$ cat src/verilog/rcc_pkg.sv
`default_nettype none
package rcc_pkg;
   localparam int CLK_MHZ = 100;
   localparam int T_SOFT_RST_MS = 100;
   localparam int T_ACK_WAIT_MS = 200;
   localparam int T_RESEND_MAX_MS = 48;
   localparam int T_BO_UNIT_US = 320;
   localparam int SOFT_RST_CYC = T_SOFT_RST_MS * 1000 * CLK_MHZ;
   localparam int ACK_WAIT_CYC = T_ACK_WAIT_MS * 1000 * CLK_MHZ;
   localparam int RESEND_MAX_CYC = T_RESEND_MAX_MS * 1000 * CLK_MHZ;
   localparam int BO_UNIT_CYC = T_BO_UNIT_US * CLK_MHZ;
   localparam int TMR_W = 25;
   localparam logic [2:0] CSMA_MAX = 3'h5;
   localparam logic [1:0] BE_MAX = 2'h3;

   localparam logic [11:0] FREQ_BASE_MHZ = 12'h965;
   localparam logic [11:0] FREQ_STEP_MHZ = 12'h005;
   localparam logic [11:0] FREQ_BASE_CH = 12'h00B;
   localparam logic [31:0] CH_STD_MIN = 32'h0000000B;
   localparam logic [31:0] CH_STD_MAX = 32'h0000001A;
   localparam logic [31:0] CH_PRO_MIN = 32'h0000000C;
   localparam logic [31:0] CH_PRO_MAX = 32'h00000017;
   localparam logic [31:0] MAX16 = 32'h0000FFFF;
   localparam logic [31:0] RR_MAX = 32'h00000006;
   localparam logic [31:0] RN_MAX = 32'h00000003;
   localparam logic [15:0] SHORT_DISABLE = 16'hFFFF;
   localparam logic [31:0] SHORT_LIMIT = 32'h0000FFFF;
   localparam logic [63:0] BCAST_ADDR = 64'h000000000000FFFF;

   localparam logic [3:0] P_CH = 4'h0;
   localparam logic [3:0] P_PAN = 4'h1;
   localparam logic [3:0] P_DH = 4'h2;
   localparam logic [3:0] P_DL = 4'h3;
   localparam logic [3:0] P_MY = 4'h4;
   localparam logic [3:0] P_RR = 4'h5;
   localparam logic [3:0] P_RN = 4'h6;
   localparam logic [3:0] P_SER_HI = 4'h7;
   localparam logic [3:0] P_SER_LO = 4'h8;
   localparam int NV_WORDS = 7;

   localparam logic [2:0] CMD_READ = 3'h0;
   localparam logic [2:0] CMD_WRITE = 3'h1;
   localparam logic [2:0] CMD_PERSIST = 3'h2;
   localparam logic [2:0] CMD_DEFAULTS = 3'h3;
   localparam logic [2:0] CMD_SOFT_RESET = 3'h4;

   typedef struct packed {
      logic [7:0] ch;
      logic [15:0] pan;
      logic [31:0] dh;
      logic [31:0] dl;
      logic [15:0] my;
      logic [2:0] rr;
      logic [1:0] rn;
   } rcc_cfg_t;

   localparam rcc_cfg_t CFG_DEFAULT = '{ch: 8'h0C, pan: 16'h3332,
      dh: 32'h0, dl: 32'h0, my: 16'h0, rr: 3'h0, rn: 2'h0};
endpackage
`default_nettype wire

$ cat src/verilog/rcc_nvm_if.sv
`default_nettype none
interface rcc_nvm_if;
   logic wr_en;
   logic [2:0] addr;
   logic [31:0] wdata;
   logic [31:0] rdata;
   modport ctl (output wr_en, output addr, output wdata, input rdata);
   modport mem (input wr_en, input addr, input wdata, output rdata);
endinterface
`default_nettype wire

$ cat src/verilog/rcc_nvm.sv
`default_nettype none
module rcc_nvm
   import rcc_pkg::*;
(
   input wire logic mclk_i,
   input wire logic rst_n_i,
   rcc_nvm_if.mem nv
);
   typedef struct packed {
      logic [31:0] rdata;
   } rcc_nvm_st_t;

   rcc_nvm_st_t st;
   rcc_nvm_st_t next_st;
   // Storage survives the functional reset; ships holding factory values
   logic [31:0] mem [NV_WORDS] = '{32'(CFG_DEFAULT.ch),
      32'(CFG_DEFAULT.pan), CFG_DEFAULT.dh, CFG_DEFAULT.dl,
      32'(CFG_DEFAULT.my), 32'(CFG_DEFAULT.rr), 32'(CFG_DEFAULT.rn)};

   always_comb begin
      next_st = st;
      next_st.rdata = mem[nv.addr];
   end

   always_ff @(posedge mclk_i) begin
      if (!rst_n_i) begin
         st <= '0;
      end else begin
         st <= next_st;
      end
   end

   always_ff @(posedge mclk_i) begin
      if (nv.wr_en) begin
         mem[nv.addr] <= nv.wdata;
      end
   end

   assign nv.rdata = st.rdata;
endmodule
`default_nettype wire

$ cat src/verilog/rcc_top.sv
// Overview of operation
// Parameter values are taken as hexadecimal numbers.
// Persist copies settings; power-on reloads saved copy.
// Host sends nothing until persist acknowledged.
// Defaults command restores working set only.
// Soft reset answers OK, resets 100 ms later.
// Soft reset leaves command mode.
// Carrier frequency follows channel number.
// Channel range depends on variant; default 0xC.
// Network number default 0x3332; 0xFFFF transmit-only. Here 0xFFFF gets no special handling on receive.
// Exchange only with matching channel, network, address.
// Short addressing when upper zero, lower small.
// Own long address and broadcast always accepted. Here no frame is accepted while a soft reset is pending.
// Short source 0xFFFF blocks short frames.
// Factory serial halves are read-only, fixed.
// Broadcast sends one or limit plus two.
// Retries request ack, resend after random delay.
// Retry limit 0 to 6, default zero.
// Purged indirect messages are never retried.
// Backoff exponent 0 to 3; zero skips first wait.
// Sense channel, back off, give up after bound.
// Out-of-range writes rejected, value kept.
`default_nettype none
module rcc_top
   import rcc_pkg::*;
#(
   parameter logic [31:0] SERIAL_UPPER = 32'h00A1B2C3, // Arbitrary value
   parameter logic [31:0] SERIAL_LOWER = 32'h44556677, // Arbitrary value
   parameter int RST_DLY_CYC = SOFT_RST_CYC,
   parameter int ACK_TMO_CYC = ACK_WAIT_CYC,
   parameter int RESEND_CYC = RESEND_MAX_CYC,
   parameter int BO_CYC = BO_UNIT_CYC
)(
   input wire logic mclk_i,
   input wire logic rst_n_i,
   input wire logic cmd_valid_i,
   input wire logic [2:0] cmd_op_i,
   input wire logic [3:0] cmd_param_i,
   input wire logic [31:0] cmd_data_i,
   input wire logic cmd_mode_enter_i,
   input wire logic pro_variant_i,
   input wire logic tx_req_i,
   input wire logic cca_clear_i,
   input wire logic ack_i,
   input wire logic purged_i,
   input wire logic rx_valid_i,
   input wire logic [7:0] rx_chan_i,
   input wire logic [15:0] rx_pan_i,
   input wire logic rx_short_i,
   input wire logic [63:0] rx_dest_i,
   output logic cmd_ready_o,
   output logic resp_valid_o,
   output logic resp_err_o,
   output logic [31:0] resp_data_o,
   output logic cmd_mode_o,
   output logic soft_reset_o,
   output logic [11:0] freq_mhz_o,
   output logic [15:0] pan_number_o,
   output logic [63:0] dest_addr_o,
   output logic tx_ready_o,
   output logic tx_send_o,
   output logic tx_ack_req_o,
   output logic tx_short_o,
   output logic tx_done_o,
   output logic tx_fail_o,
   output logic rx_accept_o,
   output logic rx_reject_o
);
   typedef enum logic [1:0] {
      CTL_LOAD = 2'b00,
      CTL_IDLE = 2'b01,
      CTL_SAVE = 2'b10,
      CTL_RSTW = 2'b11
   } rcc_ctl_t;

   typedef enum logic [2:0] {
      TX_IDLE = 3'b000,
      TX_BACKOFF = 3'b001,
      TX_CCA = 3'b010,
      TX_WAIT_ACK = 3'b011,
      TX_RESEND = 3'b100
   } rcc_tx_t;

   typedef struct packed {
      rcc_ctl_t ctl;
      logic [3:0] idx;
      logic [TMR_W-1:0] rtmr;
      rcc_cfg_t cfg;
      logic pro_s1;
      logic pro_s2;
      logic cmd_mode;
      logic cmd_ready;
      logic resp_valid;
      logic resp_err;
      logic [31:0] resp_data;
      logic soft_rst;
      logic [11:0] freq;
      rcc_tx_t tx;
      logic [TMR_W-1:0] tmr;
      logic [1:0] be;
      logic [2:0] csma;
      logic [3:0] pkts;
      logic bcast;
      logic ackreq;
      logic [23:0] lfsr;
      logic tx_ready;
      logic tx_send;
      logic tx_short;
      logic tx_done;
      logic tx_fail;
      logic rx_acc;
      logic rx_rej;
   } rcc_st_t;

   localparam rcc_st_t ST_RESET = '{ctl: CTL_LOAD, tx: TX_IDLE,
      cfg: CFG_DEFAULT, lfsr: 24'hACE1B5, default: '0};

   rcc_st_t st;
   rcc_st_t next_st;
   rcc_nvm_if nv();

   function automatic logic [31:0] cfg_get(rcc_cfg_t c, logic [3:0] i);
      case (i)
         P_CH: cfg_get = 32'(c.ch);
         P_PAN: cfg_get = 32'(c.pan);
         P_DH: cfg_get = c.dh;
         P_DL: cfg_get = c.dl;
         P_MY: cfg_get = 32'(c.my);
         P_RR: cfg_get = 32'(c.rr);
         P_RN: cfg_get = 32'(c.rn);
         P_SER_HI: cfg_get = SERIAL_UPPER;
         P_SER_LO: cfg_get = SERIAL_LOWER;
         default: cfg_get = 32'h0;
      endcase
   endfunction

   function automatic rcc_cfg_t cfg_put(rcc_cfg_t c, logic [3:0] i,
                                         logic [31:0] v);
      cfg_put = c;
      case (i)
         P_CH: cfg_put.ch = v[7:0];
         P_PAN: cfg_put.pan = v[15:0];
         P_DH: cfg_put.dh = v;
         P_DL: cfg_put.dl = v;
         P_MY: cfg_put.my = v[15:0];
         P_RR: cfg_put.rr = v[2:0];
         P_RN: cfg_put.rn = v[1:0];
         default: cfg_put = c;
      endcase
   endfunction

   function automatic logic in_range(logic [3:0] i, logic [31:0] v,
                                     logic pro);
      case (i)
         P_CH: in_range = pro ? (v >= CH_PRO_MIN && v <= CH_PRO_MAX)
                              : (v >= CH_STD_MIN && v <= CH_STD_MAX);
         P_PAN: in_range = v <= MAX16;
         P_DH: in_range = 1'b1;
         P_DL: in_range = 1'b1;
         P_MY: in_range = v <= MAX16;
         P_RR: in_range = v <= RR_MAX;
         P_RN: in_range = v <= RN_MAX;
         default: in_range = 1'b0;
      endcase
   endfunction

   // Random number of backoff units below two to the exponent
   function automatic logic [TMR_W-1:0] backoff(logic [1:0] be,
                                                logic [23:0] r);
      logic [2:0] mask;
      mask = 3'((4'h1 << be) - 4'h1);
      backoff = TMR_W'(r[2:0] & mask) * TMR_W'(BO_CYC);
   endfunction

   logic [TMR_W-1:0] resend_dly;
   logic rx_net_ok;
   logic rx_short_ok;
   logic rx_own;
   logic rx_bcast;
   logic cmd_take;

   always_comb begin
      resend_dly = TMR_W'(st.lfsr[23:2]);
      if (resend_dly > TMR_W'(RESEND_CYC)) begin
         resend_dly = TMR_W'(RESEND_CYC);
      end
      rx_net_ok = rx_chan_i == st.cfg.ch && rx_pan_i == st.cfg.pan;
      rx_short_ok = rx_short_i && st.cfg.my != SHORT_DISABLE
         && rx_dest_i[15:0] == st.cfg.my;
      rx_own = !rx_short_i && rx_dest_i == {SERIAL_UPPER, SERIAL_LOWER};
      rx_bcast = rx_dest_i == BCAST_ADDR;
      cmd_take = cmd_valid_i && st.cmd_ready;
   end

   always_comb begin
      next_st = st;
      next_st.pro_s1 = pro_variant_i;
      next_st.pro_s2 = st.pro_s1;
      next_st.lfsr = {st.lfsr[22:0],
         st.lfsr[23] ^ st.lfsr[22] ^ st.lfsr[21] ^ st.lfsr[16]};
      next_st.resp_valid = 1'b0;
      next_st.soft_rst = 1'b0;
      next_st.tx_send = 1'b0;
      next_st.tx_done = 1'b0;
      next_st.tx_fail = 1'b0;
      next_st.rx_acc = 1'b0;
      next_st.rx_rej = 1'b0;
      if (cmd_mode_enter_i) begin
         next_st.cmd_mode = 1'b1;
      end

      unique case (st.ctl)
         CTL_LOAD: begin
            if (st.idx != 4'h0) begin
               next_st.cfg = cfg_put(st.cfg, st.idx - 4'h1, nv.rdata);
            end
            next_st.idx = st.idx + 4'h1;
            if (st.idx == 4'(NV_WORDS)) begin
               next_st.ctl = CTL_IDLE;
               next_st.idx = 4'h0;
            end
         end
         CTL_IDLE: begin
            if (cmd_take) begin
               next_st.resp_err = 1'b0;
               next_st.resp_data = 32'h0;
               case (cmd_op_i)
                  CMD_READ: begin
                     next_st.resp_valid = 1'b1;
                     next_st.resp_err = cmd_param_i > P_SER_LO;
                     next_st.resp_data = cfg_get(st.cfg, cmd_param_i);
                  end
                  CMD_WRITE: begin
                     next_st.resp_valid = 1'b1;
                     // Raw binary value, no decimal conversion R1
                     if (in_range(cmd_param_i, cmd_data_i, st.pro_s2)) begin
                        next_st.cfg = cfg_put(st.cfg, cmd_param_i,
                                              cmd_data_i);
                     end else begin
                        next_st.resp_err = 1'b1;
                     end
                  end
                  CMD_PERSIST: begin
                     next_st.ctl = CTL_SAVE;
                     next_st.idx = 4'h0;
                  end
                  CMD_DEFAULTS: begin
                     next_st.resp_valid = 1'b1;
                     next_st.cfg = CFG_DEFAULT;
                  end
                  CMD_SOFT_RESET: begin
                     next_st.resp_valid = 1'b1;
                     next_st.ctl = CTL_RSTW;
                     next_st.rtmr = TMR_W'(RST_DLY_CYC - 1);
                  end
                  default: begin
                     next_st.resp_valid = 1'b1;
                     next_st.resp_err = 1'b1;
                  end
               endcase
            end
         end
         CTL_SAVE: begin
            // Commands are refused until the OK goes out R3
            next_st.idx = st.idx + 4'h1;
            if (st.idx == 4'(NV_WORDS - 1)) begin
               next_st.ctl = CTL_IDLE;
               next_st.idx = 4'h0;
               next_st.resp_valid = 1'b1;
               next_st.resp_err = 1'b0;
               next_st.resp_data = 32'h0;
            end
         end
         CTL_RSTW: begin
            next_st.rtmr = st.rtmr - TMR_W'(1);
            if (st.rtmr == '0) begin
               next_st = ST_RESET;
               next_st.lfsr = st.lfsr;
               next_st.pro_s1 = st.pro_s1;
               next_st.pro_s2 = st.pro_s2;
               next_st.soft_rst = 1'b1;
               next_st.cmd_mode = 1'b0;
            end
         end
      endcase

      if (st.ctl != CTL_RSTW) begin
         unique case (st.tx)
            TX_IDLE: begin
               if (tx_req_i && st.tx_ready) begin
                  next_st.bcast = {st.cfg.dh, st.cfg.dl} == BCAST_ADDR;
                  if (next_st.bcast) begin
                     next_st.pkts = st.cfg.rr == 3'h0 ? 4'h1
                        : 4'(st.cfg.rr) + 4'h2;
                  end else begin
                     next_st.pkts = 4'(st.cfg.rr) + 4'h1;
                  end
                  next_st.ackreq = !next_st.bcast && st.cfg.rr != 3'h0;
                  next_st.be = st.cfg.rn;
                  next_st.csma = 3'h0;
                  next_st.tmr = backoff(st.cfg.rn, st.lfsr);
                  next_st.tx = TX_BACKOFF;
               end
            end
            TX_BACKOFF: begin
               next_st.tmr = st.tmr - TMR_W'(1);
               if (st.tmr == '0) begin
                  next_st.tx = TX_CCA;
               end
            end
            TX_CCA: begin
               if (cca_clear_i) begin
                  next_st.tx_send = 1'b1;
                  next_st.pkts = st.pkts - 4'h1;
                  next_st.be = st.cfg.rn;
                  next_st.csma = 3'h0;
                  if (st.ackreq) begin
                     next_st.tx = TX_WAIT_ACK;
                     next_st.tmr = TMR_W'(ACK_TMO_CYC - 1);
                  end else if (st.bcast && st.pkts != 4'h1) begin
                     next_st.tx = TX_BACKOFF;
                     next_st.tmr = backoff(st.cfg.rn, st.lfsr);
                  end else begin
                     next_st.tx = TX_IDLE;
                     next_st.tx_done = 1'b1;
                  end
               end else if (st.csma == CSMA_MAX - 3'h1) begin
                  next_st.tx = TX_IDLE;
                  next_st.tx_fail = 1'b1;
               end else begin
                  next_st.csma = st.csma + 3'h1;
                  next_st.be = st.be == BE_MAX ? BE_MAX : st.be + 2'h1;
                  next_st.tmr = backoff(next_st.be, st.lfsr);
                  next_st.tx = TX_BACKOFF;
               end
            end
            TX_WAIT_ACK: begin
               next_st.tmr = st.tmr - TMR_W'(1);
               if (ack_i) begin
                  next_st.tx = TX_IDLE;
                  next_st.tx_done = 1'b1;
               end else if (purged_i) begin
                  next_st.tx = TX_IDLE;
                  next_st.tx_fail = 1'b1;
               end else if (st.tmr == '0) begin
                  if (st.pkts == 4'h0) begin
                     next_st.tx = TX_IDLE;
                     next_st.tx_fail = 1'b1;
                  end else begin
                     next_st.tx = TX_RESEND;
                     next_st.tmr = resend_dly;
                  end
               end
            end
            TX_RESEND: begin
               next_st.tmr = st.tmr - TMR_W'(1);
               if (purged_i) begin
                  next_st.tx = TX_IDLE;
                  next_st.tx_fail = 1'b1;
               end else if (st.tmr == '0) begin
                  next_st.tx = TX_BACKOFF;
                  next_st.tmr = backoff(st.cfg.rn, st.lfsr);
               end
            end
            default: next_st.tx = TX_IDLE;
         endcase

         if (rx_valid_i) begin
            next_st.rx_acc = rx_own || rx_bcast || (rx_net_ok && rx_short_ok);
            next_st.rx_rej = !next_st.rx_acc;
         end
      end

      next_st.freq = FREQ_BASE_MHZ
         + FREQ_STEP_MHZ * (12'(st.cfg.ch) - FREQ_BASE_CH);
      next_st.tx_short = st.cfg.dh == 32'h0
         && st.cfg.dl < SHORT_LIMIT;
      next_st.cmd_ready = next_st.ctl == CTL_IDLE;
      next_st.tx_ready = next_st.ctl == CTL_IDLE && next_st.tx == TX_IDLE;
   end

   always_ff @(posedge mclk_i) begin
      if (!rst_n_i) begin
         st <= ST_RESET;
      end else begin
         st <= next_st;
      end
   end

   assign nv.wr_en = st.ctl == CTL_SAVE;
   assign nv.addr = st.idx[2:0];
   assign nv.wdata = cfg_get(st.cfg, st.idx);

   rcc_nvm u_nvm (
      .mclk_i(mclk_i),
      .rst_n_i(rst_n_i),
      .nv(nv.mem)
   );

   assign cmd_ready_o = st.cmd_ready;
   assign resp_valid_o = st.resp_valid;
   assign resp_err_o = st.resp_err;
   assign resp_data_o = st.resp_data;
   assign cmd_mode_o = st.cmd_mode;
   assign soft_reset_o = st.soft_rst;
   assign freq_mhz_o = st.freq;
   assign pan_number_o = st.cfg.pan;
   assign dest_addr_o = {st.cfg.dh, st.cfg.dl};
   assign tx_ready_o = st.tx_ready;
   assign tx_send_o = st.tx_send;
   assign tx_ack_req_o = st.ackreq;
   assign tx_short_o = st.tx_short;
   assign tx_done_o = st.tx_done;
   assign tx_fail_o = st.tx_fail;
   assign rx_accept_o = st.rx_acc;
   assign rx_reject_o = st.rx_rej;
endmodule
`default_nettype wire

$ cat config.mk
export PLATFORM = sky130hd
export DESIGN_NAME = rcc_top
export DESIGN_NICKNAME = d
export VERILOG_FILES = /design/src/verilog/rcc_pkg.sv /design/src/verilog/rcc_nvm_if.sv /design/src/verilog/rcc_nvm.sv /design/src/verilog/rcc_top.sv
export SDC_FILE = /design/constraint.sdc
export NUM_CORES = 1
export LEC_CHECK = 0
export ABC_AREA = 0
export BUFFER_PORTS_ARGS = -buffer_cell sky130_fd_sc_hd__buf_4
export CAP_MARGIN = 20
export CELL_PAD_IN_SITES_DETAIL_PLACEMENT = 1
export CELL_PAD_IN_SITES_GLOBAL_PLACEMENT = 1
export CORE_ASPECT_RATIO = 0.75
export CORE_MARGIN = 2
export CORE_UTILIZATION = 35
export CTS_CLUSTER_SIZE = 14
export DETAILED_ROUTE_END_ITERATION = 8
export PLACE_DENSITY = 0.73
export SLEW_MARGIN = 20
export SYNTH_ARGS = -nofsm -noshare
export SYNTH_HDL_FRONTEND = slang
export SYNTH_SLANG_ARGS = --single-unit
export TNS_END_PERCENT = 1
$ cat constraint.sdc
create_clock -name mclk_i -period 4.6 [get_ports mclk_i]
set_clock_uncertainty 0.05 [all_clocks]
set_input_delay 0.23 -clock mclk_i [delete_from_list [all_inputs] [get_ports mclk_i]]
set_output_delay 0.23 -clock mclk_i [all_outputs]
set_load 0.02 [all_outputs]
==> flow_metrics.env <==
export IMPL_status="finished clean"
export IMPL_synth_top_family_by_area="simple AND/OR/NAND/NOR gates"
export IMPL_p_sw_mw=2.907
export IMPL_wl_um=103300
export IMPL_cts_root_buf="clkbuf_16"
export IMPL_synthArstFlopShare_pct=0
export IMPL_ys_flop_type="dfxtp_1"
export IMPL_clockPowerShare_pct=42.2
export IMPL_core_region_area_um2=73710
export IMPL_cts_setup_buffers=0
export IMPL_cts_made_buffers=54
export IMPL_fin_crit_sh_pct=81.26
export IMPL_cts_clk_slew_worst_paths_ps=70
export IMPL_internal_power_mw=7.890
export IMPL_worstRegToRegCells=9
export IMPL_cts_max_level=2
export IMPL_crit_path_start="nv.addr[1]$_SDFFE_PN0P_"
export IMPL_tns_ps=0
export IMPL_worstSetupPathType="reg2reg"
export IMPL_grt_util_met3_pct=6.696
export IMPL_required_ps=5080
export IMPL_dr_first_iter_drc_count=2250
export IMPL_routedWlPerCell_um=27.21
export IMPL_power_leakage_nw=12.16
export IMPL_cts_sinks=517
export IMPL_fmax_ghz=0.2675
export IMPL_postCtsHoldBufs=15
export IMPL_clockBufferDepth=3
export IMPL_drv_cap=0
export IMPL_setup_viol=0
export IMPL_clkLatencyLatePin_ps=650
export IMPL_grt_pass1_wl_um=152600
export IMPL_power_density_nw_per_um2=355.1
export IMPL_syn_nets=2865
export IMPL_fin_hold_ws_ps=31.03
export IMPL_synthesis_area_um2=26170
export IMPL_rsz0062_at_grt="false"
export IMPL_dp_hpwl_um=75140
export IMPL_r2r_start="nv.addr[1]$_SDFFE_PN0P_"
export IMPL_p_sw_share_pct=26.92
export IMPL_critPathMaxFanout=36
export IMPL_synth_common_cells="324 x nand2_1, 293 x dfxtp_1, 227 x nor2_1, 224 x edfxtp_1, 158 x mux2i_1"
export IMPL_synth_xor_area_share_pct=2.778
export IMPL_yosys_area_top_type="edfxtp_1"
export IMPL_peakVddDrop_mv=0.2891
export IMPL_holdCritPathClass="in2reg"
export IMPL_syn_instance_count=2664
export IMPL_drc_errors=0
export IMPL_finalPower_mw=10.80
export IMPL_slew_headroom_pct=19.90
export IMPL_synth_most_common_cell="nand2_1"
export IMPL_combPwrFrac_pct=11.8
export IMPL_ff_latch_area_um2=12590
export IMPL_cts_resized_gates=0
export IMPL_end_kind="register"
export IMPL_layout_nets=2984
export IMPL_vias=22510
export IMPL_die_y_um=240.8
export IMPL_crit_slowest_cell="dlygate4sd3_1"
export IMPL_synthSimpleGateAreaFrac_pct=16.55
export IMPL_syn_to_final_growth_pct=16.18
export IMPL_synthTopCellsByArea="edfxtp_1 26%, dfxtp_1 22%, mux2i_1 6.0%"
export IMPL_min_path_cells=5
export IMPL_grt_overflow=0
export IMPL_firstDrtPassIters=6
export IMPL_grt_usage_pct=26.27
export IMPL_ys_ff_latch=517
export IMPL_multiInputGateArea_um2=11860
export IMPL_hp_start="cmd_data_i[1]"
export IMPL_worst_setup_path_start_kind="register"
export IMPL_synth_compound_area_share_pct=15.08
export IMPL_layout_drive_gt1_share_pct=17.61
export IMPL_cpPeakStageDelay_ps=550
export IMPL_num_rows=86
export IMPL_power_frac_seq_pct=46.1
export IMPL_fin_util_pct=41.24
export IMPL_initial_core_util_pct=35.50
export IMPL_path_cells="buf_4, ha_1, nand3b_1, nor2_1, a31oi_1, o21a_1, and2_1, a22o_1, dlygate4sd3_1"
export IMPL_setup_slack_ps=862.2
export IMPL_dieArea_um2=76980
export IMPL_met2_usage_pct=41.40
export IMPL_synth_edff_count=224
export IMPL_grt_max_degree=91
export IMPL_post_place_ws_ps=873.5
export IMPL_grt_pass1_vias=23010
export IMPL_slew_viol_final=0
export IMPL_io_pins=275
export IMPL_viasPerCell=5.928
export IMPL_grt_busiest_layer="met2"
export IMPL_worstMarginPinSlew_ps=1190
export IMPL_dieWidth_um=319.7
export IMPL_ys_types=90
export IMPL_cts_tree="done"
export IMPL_yosys_mux_area_fraction_pct=7.336
export IMPL_gp_congestion=0.9353
export IMPL_synth_top_area_share_pct=25.71
export IMPL_nFillCells=8263
export IMPL_ant_nets=0
export IMPL_use_met1_pct=35.96
export IMPL_synth_warnings=0
export IMPL_syn_area_per_cell_um2=9.822
export IMPL_critPathArrivalTime_ps=4220
export IMPL_io_buffers=274
export IMPL_antenna_found_initial=7
export IMPL_finalHoldViolCount=0
export IMPL_synth_fa_ha_area_share_pct=3.357
export IMPL_period_minus_slack_ps=3738
export IMPL_seq_area_frac_synth_pct=48.13
-- cell type report --
type                            count  area share [%]
Sequential cell                   517           41.43
Multi-Input combinational cell   1812           39.03
Timing Repair Buffer              355           9.067
Clock buffer                       68           4.816
Tap cell                          968           3.984
Clock inverter                     33           1.128
Inverter                           43          0.5392
Antenna cell                        1        0.008232
-- logic make-up (layout without fill, tap and decap cells) --
group,count (synthesis),after routing
AOI/OAI and AO/OA,571,571
xor gates and xnor gates,83,83
adders and majority gates,63,63
buffers and inverters,335,499
DFF,517,517
muxes,188,188
other,0,1
and+or+nand+nor,907,907
-- power groups by stage --
stage / Sequential, mW / Clock [mW] / Combinational [mW]
after CTS: 4.97 / 4.62 / 1.26
after global routing: 4.98 / 4.81 / 1.36
after floorplan: 5.02 / 0 / 0.769
after global placement: 5.07 / 0 / 1.20
final: 4.97 / 4.55 / 1.27
after detailed placement: 5.07 / 0 / 1.24
-- state kept, by name, summed over array words and instances, names as in the netlist, 3 cells and up --
| signal | cells |
|---|---|
| pan_number_o | 16 |
| st | 99 |
| dest_addr_o | 64 |
| freq_mhz_o | 12 |
| resp_data_o | 32 |
| u_nvm.mem | 224 |
| u_nvm.nv.rdata | 32 |
| nv.addr | 3 |
| resend_dly | 22 |
-- layer usage --
metal | vias to the layer above | wire, um
met3 | 151 | 10440
met1 | 11310 | 44770
met2 | 1137 | 45700
met5 | - | 50
li1 | 9901 | -
met4 | 8 | 2349
-- placed cells by master, fill, tap and decap left out, drive strengths merged, types with 20 or more instances in the layout --
master and instances:
edfxtp 224, buf 340, nor2b 24, xnor2 43
nand2 325, ha 51, and3 24, nor4 57
a31oi 20, a21oi 139, nor2 228, nor3 47
dfxtp 293, clkinv 23, o21ai 121, clkbuf 68
nand3 70, a221oi 76, inv 47, xor2 40
mux2i 158, a22o 47, nand4 31, a22oi 46
and2 21, mux2 30
-- worst paths after layout --
kind | slack [ps] | to
min | 30 | pan_number_o[1]$_SDFFE_PN1P_
max reg2reg | 860 | resp_err_o$_SDFFE_PN0P_
max | 860 | resp_err_o$_SDFFE_PN0P_
min reg2reg | 420 | st[119]$_SDFFE_PN0N_
-- critical path, delay by kind of cell, from the launching register on --
kind	cells	cell delay [ps]
buf+inv	2	1030
simple gates	3	860
fa+ha+maj	1	520
flops	1	340
compound gates	3	830
-- through the flow --
step | std cells | cell area (um^2)
6_report | 3797 | 30400
3_3_place_gp | 3679 | 28430
2_1_floorplan | 2664 | 26170
5_1_grt | 3797 | 30400
3_5_place_dp | 3680 | 28440
4_1_cts | 3796 | 30400
No activity file was read; power rests on OpenSTA's default activity.
